[src/include/dav_pkg.sv]
package dav_pkg;
   // ****************************************
   // Clock and sample timing
   // ****************************************
   localparam int unsigned CLK_HZ = 125000000;
   localparam int unsigned SAMPLE_RATE_SPS = 2000;
   localparam int unsigned SAMPLE_DIV_CYC = CLK_HZ / SAMPLE_RATE_SPS;
   localparam int unsigned SAMPLE_W = 16;
   localparam int unsigned ACC_W = 48;
   localparam int unsigned NCH = 4;
   localparam int unsigned DEC_W = 16;

   // ****************************************
   // Register byte addresses
   // ****************************************
   localparam logic [6:0] Y_DANGLE_LOW = 7'h28;
   localparam logic [6:0] Y_DANGLE_HIGH = 7'h2A;
   localparam logic [6:0] Z_DANGLE_LOW = 7'h2C;
   localparam logic [6:0] Z_DANGLE_HIGH = 7'h2E;
   localparam logic [6:0] X_DVEL_LOW = 7'h30;
   localparam logic [6:0] X_DVEL_HIGH = 7'h32;
   localparam logic [6:0] Y_DVEL_LOW = 7'h34;
   localparam logic [6:0] Y_DVEL_HIGH = 7'h36;
   localparam logic [6:0] ADDR_PAIR_MASK = 7'h7E;

   // ****************************************
   // Data format
   // ****************************************
   localparam logic [15:0] RD_UNMAPPED = 16'h0000;
   localparam logic [31:0] RESULT_RESET = 32'h00000000;
   localparam logic [31:0] POS_FULL32 = 32'h7FFFFFFF;
   localparam logic [31:0] NEG_FULL32 = 32'h80000000;
   localparam int unsigned DVEL_RANGE_MPS = 400;
   localparam logic [11:0] DANGLE_RANGE_0 = 12'h168;
   localparam logic [11:0] DANGLE_RANGE_1 = 12'h2D0;
   localparam logic [11:0] DANGLE_RANGE_2 = 12'h870;
endpackage

[src/hw/dav_delta_out.sv]
`timescale 1ns/1ps
module dav_delta_out #(
   parameter int unsigned SAMPLE_DIV = dav_pkg::SAMPLE_DIV_CYC,
   parameter int unsigned SAMPLE_W = dav_pkg::SAMPLE_W,
   parameter int unsigned RANGE_SEL = 0
) (
   input wire logic sys_clk_in,
   input wire logic reset_n_in,
   input wire logic signed [SAMPLE_W-1:0] gyro_y_in,
   input wire logic signed [SAMPLE_W-1:0] gyro_z_in,
   input wire logic signed [SAMPLE_W-1:0] accl_x_in,
   input wire logic signed [SAMPLE_W-1:0] accl_y_in,
   input wire logic [dav_pkg::DEC_W-1:0] decimation_setting_in,
   input wire logic rd_en_in,
   input wire logic [6:0] rd_addr_in,
   output logic [15:0] rd_data_out,
   output logic update_out,
   output logic [11:0] dangle_range_deg_out
);
   localparam int unsigned AW = dav_pkg::ACC_W;
   localparam int unsigned NCH = dav_pkg::NCH;

   // ****************************************
   // Parameter checks
   // ****************************************
   if (SAMPLE_W < 2 || SAMPLE_W > 24 ||
      SAMPLE_DIV < 16 || RANGE_SEL > 2) begin : g_bad
      $error("dav_delta_out: unsupported parameter value");
   end

   // ****************************************
   // Helpers
   // ****************************************
   function automatic logic signed [AW-1:0] trap(
      input logic signed [AW-1:0] acc_v,
      input logic signed [SAMPLE_W-1:0] cur_v,
      input logic signed [SAMPLE_W-1:0] old_v);
      trap = acc_v + AW'(cur_v) + AW'(old_v);
   endfunction

   function automatic logic [31:0] sat32(input logic signed [AW-1:0] v);
      if (v > AW'(signed'(dav_pkg::POS_FULL32))) begin
         sat32 = dav_pkg::POS_FULL32;
      end else if (v < -AW'(signed'({1'b0, dav_pkg::NEG_FULL32}))) begin
         sat32 = dav_pkg::NEG_FULL32;
      end else begin
         sat32 = v[31:0];
      end
   endfunction

   function automatic logic [11:0] range_of(input int unsigned sel);
      case (sel)
         0: range_of = dav_pkg::DANGLE_RANGE_0;
         1: range_of = dav_pkg::DANGLE_RANGE_1;
         default: range_of = dav_pkg::DANGLE_RANGE_2;
      endcase
   endfunction

   // ****************************************
   // Sample rate divider
   // ****************************************
   logic [31:0] div_cnt;
   logic [31:0] next_div_cnt;
   logic sample_stb;
   logic next_sample_stb;

   always_comb begin
      next_div_cnt = div_cnt + 32'h00000001;
      next_sample_stb = 1'b0;
      if (div_cnt == 32'(SAMPLE_DIV - 1)) begin
         next_div_cnt = 32'h00000000;
         next_sample_stb = 1'b1;
      end
   end

   always_ff @(posedge sys_clk_in) begin
      if (!reset_n_in) begin
         div_cnt <= 32'h00000000;
         sample_stb <= 1'b0;
      end else begin
         div_cnt <= next_div_cnt;
         sample_stb <= next_sample_stb;
      end
   end

   // ****************************************
   // Trapezoid integrators
   // ****************************************
   logic signed [SAMPLE_W-1:0] smp [NCH];
   logic signed [SAMPLE_W-1:0] prev [NCH];
   logic signed [SAMPLE_W-1:0] next_prev [NCH];
   logic signed [AW-1:0] acc [NCH];
   logic signed [AW-1:0] next_acc [NCH];
   logic [31:0] result [NCH];
   logic [31:0] next_result [NCH];
   logic [dav_pkg::DEC_W-1:0] dec_cnt;
   logic [dav_pkg::DEC_W-1:0] next_dec_cnt;
   logic upd;
   logic next_upd;
   logic span_end;

   assign smp[0] = gyro_y_in;
   assign smp[1] = gyro_z_in;
   assign smp[2] = accl_x_in;
   assign smp[3] = accl_y_in;
   assign span_end = dec_cnt >= decimation_setting_in;

   always_comb begin
      next_dec_cnt = dec_cnt;
      next_upd = 1'b0;
      for (int i = 0; i < NCH; i++) begin
         next_prev[i] = prev[i];
         next_acc[i] = acc[i];
         next_result[i] = result[i];
      end
      if (sample_stb) begin
         next_dec_cnt = dec_cnt + 16'h0001;
         for (int i = 0; i < NCH; i++) begin
            next_prev[i] = smp[i];
            next_acc[i] = trap(acc[i], smp[i], prev[i]);
         end
         if (span_end) begin
            next_dec_cnt = 16'h0000;
            next_upd = 1'b1;
            for (int i = 0; i < NCH; i++) begin
               next_acc[i] = '0;
               next_result[i] = sat32(trap(acc[i], smp[i], prev[i]));
            end
         end
      end
   end

   always_ff @(posedge sys_clk_in) begin
      if (!reset_n_in) begin
         dec_cnt <= 16'h0000;
         upd <= 1'b0;
         for (int i = 0; i < NCH; i++) begin
            prev[i] <= '0;
            acc[i] <= '0;
            result[i] <= dav_pkg::RESULT_RESET;
         end
      end else begin
         dec_cnt <= next_dec_cnt;
         upd <= next_upd;
         for (int i = 0; i < NCH; i++) begin
            prev[i] <= next_prev[i];
            acc[i] <= next_acc[i];
            result[i] <= next_result[i];
         end
      end
   end

   // ****************************************
   // Register read port
   // ****************************************
   logic [15:0] next_rd_data;
   logic [11:0] next_range;

   always_comb begin
      next_rd_data = dav_pkg::RD_UNMAPPED;
      next_range = range_of(RANGE_SEL);
      if (rd_en_in) begin
         case (rd_addr_in & dav_pkg::ADDR_PAIR_MASK)
            dav_pkg::Y_DANGLE_LOW: next_rd_data = result[0][15:0];
            dav_pkg::Y_DANGLE_HIGH: next_rd_data = result[0][31:16];
            dav_pkg::Z_DANGLE_LOW: next_rd_data = result[1][15:0];
            dav_pkg::Z_DANGLE_HIGH: next_rd_data = result[1][31:16];
            dav_pkg::X_DVEL_LOW: next_rd_data = result[2][15:0];
            dav_pkg::X_DVEL_HIGH: next_rd_data = result[2][31:16];
            dav_pkg::Y_DVEL_LOW: next_rd_data = result[3][15:0];
            dav_pkg::Y_DVEL_HIGH: next_rd_data = result[3][31:16];
            default: next_rd_data = dav_pkg::RD_UNMAPPED;
         endcase
      end
   end

   always_ff @(posedge sys_clk_in) begin
      if (!reset_n_in) begin
         rd_data_out <= 16'h0000;
         dangle_range_deg_out <= 12'h000;
      end else begin
         rd_data_out <= next_rd_data;
         dangle_range_deg_out <= next_range;
      end
   end

   assign update_out = upd;
endmodule

[config.mk]
export PLATFORM = sky130hd
export DESIGN_NAME = dav_delta_out
export DESIGN_NICKNAME = d
export VERILOG_FILES = /design/src/include/dav_pkg.sv /design/src/hw/dav_delta_out.sv
export SDC_FILE = /design/constraint.sdc
export NUM_CORES = 2
export LEC_CHECK = 0
export ABC_CLOCK_PERIOD_IN_PS = 15900
export BUFFER_PORTS_ARGS = -buffer_cell sky130_fd_sc_hd__buf_2
export CAP_MARGIN = 20
export CORE_MARGIN = 5
export CORE_UTILIZATION = 60
export CTS_BUF_LIST = sky130_fd_sc_hd__clkbuf_4 sky130_fd_sc_hd__clkbuf_8 sky130_fd_sc_hd__clkbuf_16
export DETAILED_ROUTE_END_ITERATION = 6
export GPL_TIMING_DRIVEN = 0
export PLACE_DENSITY = 0.81
export SYNTH_ARGS = -nofsm -noshare
export SYNTH_HDL_FRONTEND = slang
export SYNTH_SLANG_ARGS = --single-unit
export TNS_END_PERCENT = 50
[constraint.sdc]
create_clock -name sys_clk_in -period 15.9 [get_ports sys_clk_in]
set_clock_uncertainty 0.1 [all_clocks]
set_input_delay 2.385 -clock sys_clk_in [delete_from_list [all_inputs] [get_ports sys_clk_in]]
set_output_delay 2.385 -clock sys_clk_in [all_outputs]
set_load 0.01 [all_outputs]
==> key figures <==
Status
  • Status: completed

Clocking
  • Root Driver: clkbuf_16
  • # H-tree levels: 2
  • CTS resizes: 0
  • CTS buffer count: 52
  • Worst-path clk slew: around 0.06 ns
  • TritonCTS clock tree: yes
  • Max Buffers Root-to-Sink: 3
  • Post-CTS Setup Bufs: 0
  • Sink Count: approximately 450
  • Cts hold-fix bufs: 0
  • Clk_lat worst skew: a little over 0.6 ns

Detailed routing
  • DRC: 0
  • Drt wl/cell: about 22 µm
  • Vias per cell: between 6 and 7
  • DR pass1 iterations: 6
  • Final WL: around 110,000 µm
  • DRT iter0 DRCs: 3,208
  • Via count: around 32,000
  • Final ANT Viol Nets: 0

Place
  • # port buffers: ~110
  • Final GP Congestion: approximately 1.0
  • Post-DP HPWL: around 83,000 µm

Worst setup path
  • Worst Path Required: about 16 ns
  • Worst Reg2Reg Path Length in Cells: 16
  • Reg-to-reg slack, setup: 9.74 ns
  • Max incr delay on CP: roughly 0.7 ns
  • Crit path top cell by count: buf_2
  • Critical Path AT: between 8 and 9 ns
  • Crit-path slowest cell: a211oi_1
  • CP Max Fanout: 19
  • Critical Path End Type: flop
  • Crit Path Class: in -> reg
  • CP cell instances: buf_2 -> buf_12 -> fa_1 -> ha_1 -> buf_2 -> a211oi_1 -> o32ai_1 -> a311oi_1 -> o21ai_1 -> a211oi_1 -> o221ai_1 -> xnor2_1 -> nand4_1 -> nor4_2 -> nor3_1 -> buf_2 -> a221o_1
  • Startpoint types: input pin
  • Worst r2r src: prev[1][15]
  • Reg2reg end: result[1][24]

Cells and area
  • Multi-input gate area: roughly 23,000 µm²
  • Final Core Density: 0.666
  • Share of cells above drive strength 1: 0.0745
  • Most common library cell in the layout ignoring fill and taps: dfxtp_1
  • Area Growth Syn to Fin: 10.3%
  • # fillers: ~4,800
  • Nets: around 4,600
  • Register Area: about 9000 µm²
  • Most frequent cells in the layout: dfxtp_1 (447), nand2_1 (314), o21ai_0 (242), a21oi_1 (240), clkbuf_1 (206)

Yosys
  • EDFF count, synth: 0
  • Ys flop type: dfxtp_1
  • Fraction of registers with async set/reset: 0
  • Synthesized flop and latch total: approximately 450
  • Synth Warn #: 0
  • Synthesized instance count: about 4,000
  • Mean Syn Cell Area: approximately 8.6 µm²
  • Post-Syn Area: 33,900 µm²
  • Post-synth top area share: 0.266
  • Top post-synthesis cells by area: dfxtp_1 (27%), fa_1 (11%), ha_1 (7.5%), o21ai_0 (3.6%), a21oi_1 (3.6%)
  • Area leader, netlist: dfxtp_1
  • Register area share after synthesis: 0.266
  • Number of unique standard cell types used by synthesis: 91

Hold path
  • Worst hold path depth: 1
  • Hold WC Path Type: reg -> reg
  • Hold EP: div_cnt[0]
  • Hold wc startpoint: div_cnt[0]

STA
  • Hold Fails Final Rpt: 0
  • RSZ-0062 raised after global routing: false
  • Max Fclk: between 100 and 150 MHz
  • Period utilization: 0.488
  • Final setup vio count: 0
  • Worst-margin pin slew: about 1.3 ns
  • Final Slew Violations: 0
  • Rel. slew slack: 0.144
  • Post-layout min period: about 7.8 ns
  • TNS Setup: 0 ns

Die
  • Die X-Extent: around 250 µm
  • Die height: ~250 µm
  • Core Area: about 56,000 µm²
  • Num ports: 119
  • Num rows: 87
  • Die area: just over 60,000 µm²
  • Initial Util: 0.604

Job
  • Max_cap viols: 0

Global routing
  • Vias in the first global route: 30,100
  • Total track usage: 0.345
  • Largest net degree at the start of global routing: 26
  • Initial antenna violation count: 4
  • GRT overflow: 0
  • First-pass GRT wire length: between 150,000 and 200,000 µm

Pwr
  • Flop pwr share: 0.432
  • Power Dens Cells: approximately 70 nW/µm²
  • Logic pwr share: 0.098
  • P_int: about 1900 µW
  • Switching share of total power: 0.262
  • Final Total Pwr: around 2600 µW
  • VDD IR-drop max: about 0.086 mV
  • P_sw: about 700 µW
  • Leakage: around 0.015 µW
  • Clk network pwr share: 0.470
## cells in the mapped netlist (21+ instances only)
master	instances
dfxtp_1	451
nand2_1	314
o21ai_0	242
a21oi_1	241
clkbuf_1	206
ha_1	204
nor2_1	202
fa_1	192
nand3_1	168
nor2b_1	155
xnor2_1	123
a22oi_1	122
a21boi_0	120
o211ai_1	110
o22ai_1	99
inv_1	88
xor2_1	85
nand4_1	73
mux2i_1	68
a21o_1	66
and2_1	43
nor3_1	40
and3_1	32
a211oi_1	31
a221o_1	29
o21a_1	29
a31oi_1	28
o21bai_1	28
buf_2	22
nor4_1	21
## power by group through the flow
stage	Clock, µW	Sequential [µW]	Combinational [µW]
finish	1230	1130	256
detailed placement	0	1160	249
global placement	0	1160	244
global route	1280	1130	280
floorplan	0	1160	159
CTS	1240	1130	252
## flip-flops by register name, summed over array words and instances (netlist names)
signal	flops
rd_data_out	16
div_cnt	32
prev	64
dangle_range_deg_out	1
result	128
acc	192
sample_stb	1
update_out	1
dec_cnt	16
## layer usage
| metal | vias up | global-route usage | part of all wire |
|---|---|---|---|
| met5 | - | 0 | 0 |
| met4 | 0 | 0.130 | 0.044 |
| met3 | 269 | 0.0655 | 0.093 |
| met2 | 1540 | 0.547 | 0.45 |
| met1 | 15300 | 0.471 | 0.41 |
| li1 | 14800 | - | - |
## kinds of logic after synthesis
logic type / synth area share
buffers and inverters: 0.0430
muxes: 0.0207
other: 0.000111
and+or+nand+nor: 0.171
adders and majority gates: 0.189
DFF: 0.266
AOI/OAI and AO/OA: 0.257
xor gates and xnor gates: 0.0537
## through the flow
step | area (µm²) | worst slack, ns | cells | hold slack, ns
final | 37400 | 8.14 | 4918 | 0.363
after global routing | 37400 | 7.94 | 4915 | 0.386
after CTS | 37400 | 8.27 | 4915 | 0.368
after detailed placement | 35600 | 7.65 | 4821 | 0.355
after global placement | 35400 | 6.99 | 4810 | 0.344
after floorplan | 33900 | 9.38 | 3945 | 0.330
## worst max-delay path: cells and delay by family
family / cells / cell delay (ns)
and+or+nand+nor: 3 / 1.06
adders and majority gates: 2 / 0.74
AOI/OAI and AO/OA: 7 / 2.38
xor gates and xnor gates: 1 / 0.31
buffers and inverters: 4 / 1.24
## worst max path at each step
| stage | start | end | slack [ns] | cells past startpoint |
|---|---|---|---|---|
| after floorplan | gyro_z_in[1] | result[1][10] | 9.38 | 17 |
| after global placement | decimation_setting_in[2] | acc[0][45] | 6.99 | 15 |
| after detailed placement | gyro_z_in[15] | result[1][14] | 7.65 | 17 |
| after CTS | gyro_z_in[15] | result[1][24] | 8.27 | 17 |
| after global routing | gyro_z_in[15] | result[1][14] | 7.94 | 17 |
| final | gyro_z_in[15] | result[1][24] | 8.14 | 17 |
## area by class of cell
class	instances	share of cell area
clock buffers	69	0.0400
repair buffers	120	0.0203
diodes	3	0.000201
inverters	90	0.00903
well taps	756	0.0253
multi-input cells	3138	0.627
flip-flops and latches	451	0.242
clock inverters	25	0.00656
plain buffers	266	0.0300
(Power assumes the default switching activity.)
